**config.mk**
```make
export PLATFORM = sky130hd
export DESIGN_NAME = dtsa_cmd_core
export DESIGN_NICKNAME = d
export VERILOG_FILES = /design/src/rtl/dtsa_tear_gen.v /design/src/rtl/dtsa_cmd_core.v
export VERILOG_INCLUDE_DIRS = /design/src /design/src/rtl
export SDC_FILE = /design/constraint.sdc
export NUM_CORES = 1
export LEC_CHECK = 0
export ABC_AREA = 1
export BUFFER_PORTS_ARGS = -buffer_cell sky130_fd_sc_hd__buf_2
export CAP_MARGIN = 20
export CORE_AREA = 2 2 109 111
export CTS_BUF_LIST = sky130_fd_sc_hd__clkbuf_4 sky130_fd_sc_hd__clkbuf_8 sky130_fd_sc_hd__clkbuf_16
export CTS_CLUSTER_DIAMETER = 50
export DETAILED_ROUTE_END_ITERATION = 12
export DIE_AREA = 0 0 111 113
export GPL_TIMING_DRIVEN = 0
export PLACE_DENSITY = 0.79
export SLEW_MARGIN = 30
export SYNTH_ARGS = -nofsm -noshare
export SYNTH_HDL_FRONTEND = slang
export SYNTH_SLANG_ARGS = --single-unit
```
**constraint.sdc**
```tcl
create_clock -name core_clk -period 3.65 [get_ports core_clk]
set_input_delay 0.73 -clock core_clk [delete_from_list [all_inputs] [get_ports core_clk]]
set_output_delay 0.73 -clock core_clk [all_outputs]
set_load 0.01 [all_outputs]
```
**src/rtl/dtsa_consts.vh**
```
// Purpose: Shared constants for the tearing/scroll/access command slice
// Assumes: Included by bare name from the command core only; the tearing generator does not include it
// Notes: Offsets here are command codes on the host byte stream
`ifndef DTSA_CONSTS_VH
`define DTSA_CONSTS_VH
// ==========================================================
// Command codes
`define DTSA_CMD_SWRESET 8'h01
`define DTSA_CMD_SLPIN 8'h10
`define DTSA_CMD_SLPOUT 8'h11
`define DTSA_CMD_TEAR_OFF 8'h34
`define DTSA_CMD_TEAR_ON 8'h35
`define DTSA_CMD_ACCESS 8'h36
`define DTSA_CMD_SCROLL 8'h37
`define DTSA_CMD_IDLE_OFF 8'h38
`define DTSA_CMD_IDLE_ON 8'h39
// ==========================================================
// Field positions in the memory access control byte
`define DTSA_BIT_PAGE 7
`define DTSA_BIT_COL 6
`define DTSA_BIT_SWAP 5
`define DTSA_BIT_LINE 4
`define DTSA_BIT_BGR 3
`define DTSA_BIT_LATCH 2
`define DTSA_ACCESS_MASK 8'hFC
// ==========================================================
// Reset values
`define DTSA_ACCESS_RST 8'h00
`define DTSA_SCROLL_RST 16'h0000
`define DTSA_TEAR_MODE_RST 1'b0
// Panel geometry
`define DTSA_PANEL_LINES 16'h0140
`endif

```
**src/rtl/dtsa_tear_gen.v**
```verilog
// Purpose: Drive the tearing sync pin from panel blanking flags
// Assumes: Blanking flags are synchronous to core_clk
// Notes: Output is registered; line refresh order never reaches here
module dtsa_tear_gen
(
  input wire core_clk,
  input wire resetn,
  input wire tearEnable,
  input wire tearMode,
  input wire sleepIn,
  input wire vBlank,
  input wire hBlank,
  output reg tearSyncPin
);
  // ==========================================================
  // Pin timing
  // Mode 0 shows vertical blanking only, mode 1 adds horizontal
  always @(posedge core_clk)
  begin
    if (!resetn)
      tearSyncPin <= 1'b0;
    else if (!tearEnable || sleepIn)
      tearSyncPin <= 1'b0;
    else if (tearMode)
      tearSyncPin <= vBlank | hBlank;
    else
      tearSyncPin <= vBlank;
  end
endmodule

```
**src/rtl/dtsa_cmd_core.v**
```verilog
// Purpose: Command interpreter for tearing, access control, scroll, idle
// Assumes: Host write strobe and select arrive as async pins; sampled
// Notes: Strobe rising edge detected after two-flop synchronisers
//
// Functional notes
// - Command 35h plus one byte enables tearing output, mode from bit 0.
// - Mode 0: tearing output shows vertical blanking only.
// - Mode 1: tearing output shows vertical and horizontal blanking.
// - Line refresh order bit never alters tearing output timing.
// - Sleep-in with tearing enabled holds tearing pin low.
// - Tearing-enable while already enabled changes nothing.
// - Command 36h takes one byte; bits 7..2 used, 1..0 unused.
// - Bit 7 page order: 0 top-down, 1 bottom-up.
// - Bit 6 column order: 0 left-right, 1 right-left.
// - Bit 5 swaps page and column addressing when set.
// - Bit 4 panel refresh line order: 0 top-down, 1 bottom-up.
// - Bit 3 colour order: 0 RGB, 1 BGR.
// - Bit 2 latch order along line: 0 left-right, 1 right-left.
// - Command 37h then high byte then low byte of scroll pointer.
// - Scroll pointer line is shown right below top fixed area.
// - New scroll pointer takes effect only at next panel scan.
// - Command 38h leaves idle mode, full colour, normal frame rate.
// - Idle-exit while not idle changes nothing.
// - Idle mode shows eight colours from component MSBs.
`include "dtsa_consts.vh"
module dtsa_cmd_core
#(
  parameter DATA_W = 8,
  parameter PTR_W = 16
)
(
  input wire core_clk,
  input wire resetn,
  input wire writeStrobe,
  input wire dataCommandSelect,
  input wire [DATA_W-1:0] hostData,
  input wire vBlank,
  input wire hBlank,
  input wire frameStart,
  input wire [PTR_W-1:0] topFixedHeight,
  input wire [PTR_W-1:0] panelLine,
  input wire [17:0] pixelIn,
  output wire tearSyncPin,
  output reg pageOrderBit,
  output reg columnOrderBit,
  output reg pageColumnSwapBit,
  output reg lineRefreshOrderBit,
  output reg colourOrderBit,
  output reg latchOrderBit,
  output reg [PTR_W-1:0] scrollStartPointer,
  output reg [PTR_W-1:0] memLine,
  output reg idleMode,
  output reg sleepIn,
  output reg [17:0] pixelOut
);
  // ==========================================================
  // Parser states
  localparam ST_IDLE = 2'b00;
  localparam ST_TEAR = 2'b01;
  localparam ST_ACC = 2'b10;
  localparam ST_SCR = 2'b11;

  // Compare a command byte with one code; called again in each of several branches
  function isCmd;
    input [DATA_W-1:0] b;
    input [DATA_W-1:0] code;
    begin
      isCmd = (b == code);
    end
  endfunction

  reg wrSync1_r;
  reg wrSync2_r;
  reg wrSync3_r;
  reg dcSync1_r;
  reg dcSync2_r;
  reg [DATA_W-1:0] datSync1_r;
  reg [DATA_W-1:0] datSync2_r;
  reg [1:0] state_r;
  reg [1:0] state_nxt;
  reg scrHigh_r;
  reg [DATA_W-1:0] scrHiByte_r;
  reg [PTR_W-1:0] scrPend_r;
  reg tearEnable_r;
  reg tearMode_r;
  reg [DATA_W-1:0] access_r;
  wire wrRise;
  wire isCmdByte;
  wire isParByte;
  wire softReset;
  wire [PTR_W-1:0] offsetLine;
  wire [PTR_W-1:0] wrapLine;

  // ==========================================================
  // Pin synchronisers; first stage feeds only the second
  always @(posedge core_clk)
  begin
    if (!resetn)
    begin
      wrSync1_r <= 1'b1;
      wrSync2_r <= 1'b1;
      wrSync3_r <= 1'b1;
      dcSync1_r <= 1'b0;
      dcSync2_r <= 1'b0;
      datSync1_r <= 8'h00;
      datSync2_r <= 8'h00;
    end
    else
    begin
      wrSync1_r <= writeStrobe;
      wrSync2_r <= wrSync1_r;
      wrSync3_r <= wrSync2_r;
      dcSync1_r <= dataCommandSelect;
      dcSync2_r <= dcSync1_r;
      datSync1_r <= hostData;
      datSync2_r <= datSync1_r;
    end
  end

  // Data and select are stable around the strobe, so same-depth sync works
  assign wrRise = wrSync2_r & ~wrSync3_r;
  assign isCmdByte = wrRise & ~dcSync2_r;
  assign isParByte = wrRise & dcSync2_r;
  assign softReset = isCmdByte & isCmd(datSync2_r, `DTSA_CMD_SWRESET);

  // ==========================================================
  // Parameter collection state
  always @*
  begin
    state_nxt = state_r;
    if (isCmdByte)
    begin
      if (isCmd(datSync2_r, `DTSA_CMD_TEAR_ON))
        state_nxt = ST_TEAR;
      else if (isCmd(datSync2_r, `DTSA_CMD_ACCESS))
        state_nxt = ST_ACC;
      else if (isCmd(datSync2_r, `DTSA_CMD_SCROLL))
        state_nxt = ST_SCR;
      else
        state_nxt = ST_IDLE;
    end
    else if (isParByte)
    begin
      case (state_r)
        ST_TEAR: state_nxt = ST_IDLE;
        ST_ACC: state_nxt = ST_IDLE;
        ST_SCR: state_nxt = scrHigh_r ? ST_IDLE : ST_SCR;
        default: state_nxt = ST_IDLE;
      endcase
    end
  end

  // ==========================================================
  // Command effects
  // Extra parameter bytes with no open command are ignored
  always @(posedge core_clk)
  begin
    if (!resetn)
    begin
      state_r <= ST_IDLE;
      scrHigh_r <= 1'b0;
      scrHiByte_r <= 8'h00;
      scrPend_r <= `DTSA_SCROLL_RST;
      tearEnable_r <= 1'b0;
      tearMode_r <= `DTSA_TEAR_MODE_RST;
      access_r <= `DTSA_ACCESS_RST;
      idleMode <= 1'b0;
      sleepIn <= 1'b1;
    end
    else if (softReset)
    begin
      // Access byte survives a soft reset
      state_r <= ST_IDLE;
      scrHigh_r <= 1'b0;
      scrPend_r <= `DTSA_SCROLL_RST;
      tearEnable_r <= 1'b0;
      tearMode_r <= `DTSA_TEAR_MODE_RST;
      idleMode <= 1'b0;
      sleepIn <= 1'b1;
    end
    else
    begin
      state_r <= state_nxt;
      if (isCmdByte)
      begin
        scrHigh_r <= 1'b0;
        if (isCmd(datSync2_r, `DTSA_CMD_TEAR_OFF))
          tearEnable_r <= 1'b0;
        if (isCmd(datSync2_r, `DTSA_CMD_IDLE_OFF))
          idleMode <= 1'b0;
        if (isCmd(datSync2_r, `DTSA_CMD_IDLE_ON))
          idleMode <= 1'b1;
        if (isCmd(datSync2_r, `DTSA_CMD_SLPIN))
          sleepIn <= 1'b1;
        if (isCmd(datSync2_r, `DTSA_CMD_SLPOUT))
          sleepIn <= 1'b0;
      end
      else if (isParByte)
      begin
        case (state_r)
          ST_TEAR:
          begin
            // Re-issue while on leaves enable and mode unchanged
            if (!tearEnable_r)
            begin
              tearEnable_r <= 1'b1;
              tearMode_r <= datSync2_r[0];
            end
          end
          ST_ACC:
            access_r <= datSync2_r & `DTSA_ACCESS_MASK;
          ST_SCR:
          begin
            if (!scrHigh_r)
            begin
              scrHiByte_r <= datSync2_r;
              scrHigh_r <= 1'b1;
            end
            else
            begin
              scrPend_r <= {scrHiByte_r, datSync2_r};
              scrHigh_r <= 1'b0;
            end
          end
          default:
            scrHigh_r <= 1'b0;
        endcase
      end
    end
  end

  // ==========================================================
  // Access control fields decoded straight from the stored byte
  always @(posedge core_clk)
  begin
    if (!resetn)
    begin
      pageOrderBit <= 1'b0;
      columnOrderBit <= 1'b0;
      pageColumnSwapBit <= 1'b0;
      lineRefreshOrderBit <= 1'b0;
      colourOrderBit <= 1'b0;
      latchOrderBit <= 1'b0;
    end
    else
    begin
      pageOrderBit <= access_r[`DTSA_BIT_PAGE];
      columnOrderBit <= access_r[`DTSA_BIT_COL];
      pageColumnSwapBit <= access_r[`DTSA_BIT_SWAP];
      lineRefreshOrderBit <= access_r[`DTSA_BIT_LINE];
      colourOrderBit <= access_r[`DTSA_BIT_BGR];
      latchOrderBit <= access_r[`DTSA_BIT_LATCH];
    end
  end

  // ==========================================================
  // Scroll pointer; shadow loads only at frame start to avoid tearing
  always @(posedge core_clk)
  begin
    if (!resetn)
      scrollStartPointer <= `DTSA_SCROLL_RST;
    else if (frameStart)
      scrollStartPointer <= scrPend_r;
  end

  // Lines past the top fixed area map from the pointer onward, wrapping
  // at the panel height; the host keeps the pointer in the scroll area
  assign offsetLine = scrollStartPointer + (panelLine - topFixedHeight);
  assign wrapLine = (offsetLine >= `DTSA_PANEL_LINES) ?
                    offsetLine - `DTSA_PANEL_LINES : offsetLine;

  always @(posedge core_clk)
  begin
    if (!resetn)
      memLine <= 16'h0000;
    else if (panelLine < topFixedHeight)
      memLine <= panelLine;
    else
      memLine <= wrapLine;
  end

  // ==========================================================
  // Colour reduction; idle keeps only each component's top bit
  always @(posedge core_clk)
  begin
    if (!resetn)
      pixelOut <= 18'h0_0000;
    else if (idleMode)
      pixelOut <= {{6{pixelIn[17]}}, {6{pixelIn[11]}},
                   {6{pixelIn[5]}}};
    else
      pixelOut <= pixelIn;
  end

  // ==========================================================
  // Tearing pin; line refresh order is deliberately not wired in
  dtsa_tear_gen u_tear
  (
    .core_clk(core_clk),
    .resetn(resetn),
    .tearEnable(tearEnable_r),
    .tearMode(tearMode_r),
    .sleepIn(sleepIn),
    .vBlank(vBlank),
    .hBlank(hBlank),
    .tearSyncPin(tearSyncPin)
  );
endmodule

```
==> flow_metrics.tcl, run 1 <==
set metrics [dict create \
    path_clk_slew_ns 0.06 \
    worst_slew_pin_slew_ns 0.615 \
    placement.io_buffers 122 \
    nets 1131 \
    post_cts_resized 0 \
    yosysWarnings 0 \
    worst_hold_startpoint "wrSync1_r$_SDFF_PN1_" \
    startpoint_type "input pin" \
    root_buffer "clkbuf_16" \
    relSlewSlack 0.590 \
    num_antenna_cells 0 \
    skew_ns 0.00639 \
    vias_per_cell 4.98 \
    drc 0 \
    required_ns 3.99 \
    ys_seq_area_frac 0.371 \
    crit_start "panelLine[5]" \
    layout_common_cells "207 x nand2_1, 168 x inv_1, 124 x buf_2" \
    numCtsBuffers 17 \
    dpl_worst_slack_ns -0.370 \
    worstSetupPathType "in2reg" \
    p_leak_nw 4.11 \
    vias 5826 \
    cp_slowest_cell "fa_1" \
    ios 124 \
    dp_cells 1139 \
    hold-worst-slack_ns 0.409 \
    clockBufferDepth 2 \
    cap_violations 0 \
    hp-class "reg2reg" \
    seqCellArea_mm2 0.00230 \
    fillerInstances 989 \
    dp.final_hpwl_um 12000 \
    setup_viol 0 \
    postCtsHoldBufs 0 \
    stdcell_area_mm2 0.00762 \
    peakVddDrop_uv 412 \
    cts_max_level 4 \
    drive_above_1_share 0.202 \
    first_pass_iters 5 \
    grt_util_all_layers 0.253 \
    fmax_mhz 294 \
    die_w_um 111 \
    multiInputGateArea_mm2 0.00319 \
    place_congestion 0.952 \
    syn_inst 874 \
    postSynthAreaPerCell_um2 7.09 \
    rr_worst_depth 21 \
    period_share 0.933 \
    core-area_mm2 0.0113 \
    path_cells "buf_2, inv_1, fa_1, inv_1, ha_2, nand2_2, nor2_2, nand2_1, nand2_1, nand2_1, nand2_2, ha_2, nand3b_1, nor2_1, nand2_1, nor2_2, nand3_1, nor2_2, nor2_4, nand2_4, nand2_1, a21oi_1" \
    cp-end-kind "flip-flop" \
    start_util 0.550 \
    wire_per_inst_um 13.2 \
    min_path_cells 1 \
    synth-seq-cells 115 \
    cts_tree "done" \
    cp_max_fo 9 \
    final_common_cell "nand2_1" \
    rows 39 \
    path_common_cell "nand2_1" \
    rr_startpoint "scrollStartPointer[5]$_SDFFE_PN0P_" \
    hold_viol 0 \
    die_height_um 113 \
    power_mw 3.94 \
    drv_slew 0 \
    finalCriticalPeriod_ns 3.41 \
    wl_um 15500 \
    antenna_found_initial 0 \
    syn_nets 990 \
    final_util 0.676 \
    syn_area_mm2 0.00620 \
    grt_max_degree 17 \
    grt_overflow 0 \
    p_per_area_mw_per_mm2 518 \
    fin_tns_setup_ns 0 \
    setup_ws_ns 0.244 \
    clk_latency_ns 0.42 \
    cts.sinks 115 \
    antenna_left 0 \
    yosysUniqueCellTypes 35 \
    cts_setup_buffers 0 \
    die-area_mm2 0.0125 \
    grt_pass1_vias 5661 \
    worst_ep_arrival_time_ns 3.74 \
    grt_first_pass_wirelength_um 25500 \
    first_iter_violations 275 \
    max_stage_delay_ns 0.49 \
    area_growth_pct 22.9 \
    place_area_mm2 0.00699 \
    finalNonFillerCells 1171 \
    run_status "complete, no violations" \
]
==> Yosys cell counts (all sizes together) <==
library cell,count,share of area
clkbuf,16,0.0097
inv,177,0.11
and2,3,0.0030
nand3,49,0.040
xnor2,2,0.0028
xor2,5,0.0071
nand3b,6,0.0073
o211ai,1,0.0012
nand4,14,0.015
fa,15,0.048
dfxtp,115,0.37
buf,5,0.0034
ha,36,0.073
nor2,56,0.042
o21ai,47,0.038
a21oi,88,0.072
nand2,226,0.15
a2111oi,1,0.0014
clkinv,1,0.00061
or2,3,0.0030
a31oi,1,0.0010
nor4b,1,0.0014
nor3,3,0.0024
nor4,3,0.0030
==> sequential cells by signal (all words and copies together), names as in the netlist, 2 cells and up <==
signal and cells:
pixelOut 18, state_r 2, access_r 6, scrHiByte_r 8, datSync2_r 8, scrPend_r 16, datSync1_r 8, memLine 16
scrollStartPointer 16
==> worst max-delay path: cells and delay by family <==
| kind | cells | cell delay (ns) |
|---|---|---|
| buf+inv | 3 | 0.22 |
| fa+ha+maj | 3 | 1.08 |
| simple gates | 15 | 1.56 |
| compound gates | 1 | 0.15 |
==> area by class of cell <==
cell class / instances / area share
flip-flops and latches: 115 / 0.302
clock buffers: 17 / 0.0558
plain buffers: 21 / 0.0107
inverters: 178 / 0.0877
well taps: 143 / 0.0235
clock inverters: 15 / 0.0207
multi-input cells: 560 / 0.419
repair buffers: 122 / 0.0802
==> kinds of logic (layout without fill, tap and decap cells) <==
| kind of cell | Yosys count | count (layout) | share of synthesized area |
|---|---|---|---|
| adder cells (fa/ha/maj) | 51 | 51 | 0.121 |
| AO/OA/AOI/OAI | 138 | 138 | 0.114 |
| AND/OR/NAND/NOR | 364 | 364 | 0.263 |
| flip-flops | 115 | 115 | 0.371 |
| buffers and inverters | 199 | 353 | 0.121 |
| XOR/XNOR | 7 | 7 | 0.00989 |
==> worst paths after layout <==
path / endpoint / slack [ns]
worst min register to register: wrSync2_r$_SDFF_PN1_ / 0.41
worst max register to register: memLine[14]$_SDFF_PN0_ / 0.34
worst min-delay path: wrSync2_r$_SDFF_PN1_ / 0.41
worst max-delay path: memLine[14]$_SDFF_PN0_ / 0.24
==> report_power, final <==
group | switching, mW | internal [mW] | leakage (nW) | total, mW
sequential | 0.0199 | 1.32 | 0.944 | 1.34
clock | 0.613 | 1.01 | 0.281 | 1.62
combinational | 0.633 | 0.353 | 2.89 | 0.986
==> routing by layer <==
layer,global-route usage,part of all wire,vias to the layer above,routed length [um]
met3,0.0536,0.046,26,706
met2,0.483,0.53,142,8210
li1,-,-,3022,-
met4,0.0808,0.019,0,293
met5,0,0,-,0
met1,0.280,0.40,2636,6270
Power figures use the tool's default switching activity.
==> inputs of run 2 (changes only) <==
ABC_AREA = default   (was 1)
CAP_MARGIN = default   (was 20)
CORE_AREA = 2 2 108 110   (was 2 2 109 111)
DIE_AREA = 0 0 110 112   (was 0 0 111 113)
==> flow_metrics.tcl, run 2 <==
set metrics [dict create \
    run_status "complete, but fails checks" \
    violations "setup timing" \
    dp_cells 941 \
    setup_viol 9 \
    num_antenna_cells 0 \
    cp_max_fo 5 \
    synth-compound-area-share 0.149 \
    ys_async_sr_fraction 0 \
    die-area_mm2 0.0123 \
    clk_latency_ns 0.42 \
    drive_above_1_share 0.298 \
    first_pass_iters 5 \
    cap_violations 0 \
    fmax_mhz 254 \
    final_common_cell "buf_2" \
    worstSetupPathType "in2reg" \
    area_growth_pct 34.7 \
    die_height_um 112 \
    cts.sinks 115 \
    first_iter_violations 384 \
    skew_ns 0.00919 \
    synthTopCellsByArea "dfxtp_1 38%, ha_1 7.5%, mux2i_1 5.7%, inv_1 5.1%, fa_1 5.0%" \
    peakVddDrop_uv 352 \
    synth-seq-cells 115 \
    relSlewSlack 0.463 \
    rr_startpoint "scrollStartPointer[4]$_SDFFE_PN0P_" \
    grt_overflow 0 \
    cp-end-kind "flip-flop" \
    place_congestion 0.899 \
    postSynthAreaPerCell_um2 8.84 \
    numCtsBuffers 17 \
    grt_util_all_layers 0.272 \
    dp.final_hpwl_um 11500 \
    vias_per_cell 5.54 \
    yosys-top-cells-count "115 x dfxtp_1, 82 x inv_1, 62 x nor2_1" \
    placement.io_buffers 121 \
    worst_slew_pin_slew_ns 0.805 \
    yosys.area_share.adder 0.125 \
    muxShareOfSynthArea 0.0587 \
    combPwrFrac 0.240 \
    rr_worst_depth 18 \
    rsz0062_at_grt "true" \
    final_util 0.722 \
    p_per_area_mw_per_mm2 505 \
    cts_max_level 4 \
    layout_common_cells "117 x buf_2, 110 x dfxtp_1, 76 x inv_1" \
    yosys.area.top_type "dfxtp_1" \
    wire_per_inst_um 17.1 \
    grt_pass1_vias 5597 \
    root_buffer "clkbuf_16" \
    antenna_left 0 \
    fillerInstances 778 \
    die_w_um 110 \
    path_clk_slew_ns 0.06 \
    crit_start "topFixedHeight[1]" \
    syn_nets 793 \
    r2r-end "memLine[11]$_SDFF_PN0_" \
    antenna_found_initial 0 \
    swShare 0.288 \
    cts_tree "done" \
    p_int_mw 2.90 \
    synthSimpleGateAreaFrac 0.190 \
    p_leak_nw 3.71 \
    startpoint_type "input pin" \
    largest_reg_flops 18 \
    hold-worst-slack_ns 0.408 \
    nets 971 \
    wl_um 17300 \
    synth_top_area_frac 0.385 \
    finalNonFillerCells 1010 \
    grt_max_degree 17 \
    ys.flop_type "dfxtp_1" \
    drc 0 \
    pwr-share-seq 0.324 \
    synth_xor_area_frac 0.0219 \
    ios 124 \
    hp-class "reg2reg" \
    rows 39 \
    synth_top_family_by_area "simple AND/OR/NAND/NOR gates" \
    power_switching_mw 1.18 \
    synth_edf_count 0 \
    drv_slew 0 \
    rrSetupSlack_ns -0.23 \
    worst_ep_arrival_time_ns 4.21 \
    setup_ws_ns -0.288 \
    top_register "pixelOut" \
    period_share 1.08 \
    yosysUniqueCellTypes 62 \
    cp-endpoint "memLine[11]$_SDFF_PN0_" \
    required_ns 3.92 \
    core-area_mm2 0.0112 \
    finalCriticalPeriod_ns 3.94 \
    start_util 0.536 \
    yosysWarnings 0 \
    grt_first_pass_wirelength_um 26000 \
    clockBufferDepth 2 \
    vias 5597 \
    yosys.cell_count.top_type "dfxtp_1" \
    syn_area_mm2 0.00599 \
    hold_viol 0 \
    syn_inst 677 \
    ys_seq_area_frac 0.385 \
    clockPowerShare 0.436 \
]
run 2: cell count changes in the layout (fill, tap and decap cells not counted), sizes merged, moves of 28 or more:
cell and change:
and2 +28, mux2i +34, buf +37, nand3 -39, a21oi -29, inv -93
nand2 -165
run 2: worst max-delay path, cell delays in order:
cell	delay, ns
buf_6	0.10
fa_1	0.55
inv_2	0.06
fa_2	0.36
a21o_1	0.23
a221oi_4	0.26
buf_6	0.16
buf_6	0.12
o21ai_4	0.07
xnor2_4	0.17
buf_12	0.14
nor4_4	0.37
nor4_4	0.14
clkbuf_16	0.18
a2111oi_4	0.29
xnor2_1	0.16
a21oi_1	0.10
run 2: power by group through the flow:
stage                     clock (mW)  combinational [mW]  sequential, mW
after CTS                       1.78               0.827            1.32
final                           1.78               0.978            1.32
after detailed placement           0               0.695            1.35
after global routing            1.84                1.04            1.32
after floorplan                    0               0.483            1.36
after global placement             0               0.666            1.34
run 2: how the worst min path moves through the flow:
stage / from / to / slack (ns) / cells after the start
finish: wrSync1_r$_SDFF_PN1_ / wrSync2_r$_SDFF_PN1_ / 0.41 / 1
global route: wrSync1_r$_SDFF_PN1_ / wrSync2_r$_SDFF_PN1_ / 0.42 / 1
CTS: wrSync1_r$_SDFF_PN1_ / wrSync2_r$_SDFF_PN1_ / 0.41 / 1
detailed placement: wrSync1_r$_SDFF_PN1_ / wrSync2_r$_SDFF_PN1_ / 0.40 / 1
global placement: wrSync1_r$_SDFF_PN1_ / wrSync2_r$_SDFF_PN1_ / 0.39 / 1
floorplan: wrSync1_r$_SDFF_PN1_ / wrSync2_r$_SDFF_PN1_ / 0.39 / 1
run 2: through the flow:
step	setup WS [ns]	power (mW)	cell area (um2)	setup TNS, ns
CTS	-0.137	3.92	7820	-0.490
finish	-0.288	4.07	8070	-2.17
detailed placement	-0.728	2.04	6820	-6.47
global route	-0.440	4.21	8070	-3.68
floorplan	-0.188	1.84	6040	-0.959
global placement	-0.649	2.01	6820	-5.73
run 2: area by class of cell:
| class | instances | area, um2 | area share |
|---|---|---|---|
| flip-flops and latches | 115 | 2310 | 0.286 |
| clock buffers | 17 | 425 | 0.0527 |
| repair buffers | 159 | 991 | 0.123 |
| inverters | 83 | 314 | 0.0389 |
| plain buffers | 26 | 113 | 0.0140 |
| well taps | 143 | 179 | 0.0222 |
| clock inverters | 14 | 200 | 0.0248 |
| multi-input cells | 453 | 3540 | 0.438 |
run 2: repair_timing:
action / 4_1_cts / 5_1_grt
buffers inserted: 25 / 15
hold buffers: 0 / 0
endpoints found under the setup margin: 10 / 10
pin swaps: 33 / 30
endpoints found under the hold margin: 0 / 0
gates resized for setup: 30 / 28
run 2: layer usage:
metal | GRT usage | up-vias | part of all wire
li1 | - | 2621 | -
met1 | 0.312 | 2605 | 0.38
met2 | 0.470 | 269 | 0.50
met3 | 0.0591 | 102 | 0.065
met4 | 0.138 | 0 | 0.055
met5 | 0 | - | 0
run 2: logic make-up (layout without fill, tap and decap cells):
group / Yosys count / after routing
simple gates: 224 / 224
compound gates: 128 / 128
flops: 115 / 115
buf+inv: 109 / 299
fa+ha+maj: 51 / 51
mux: 35 / 35
xor+xnor: 15 / 15
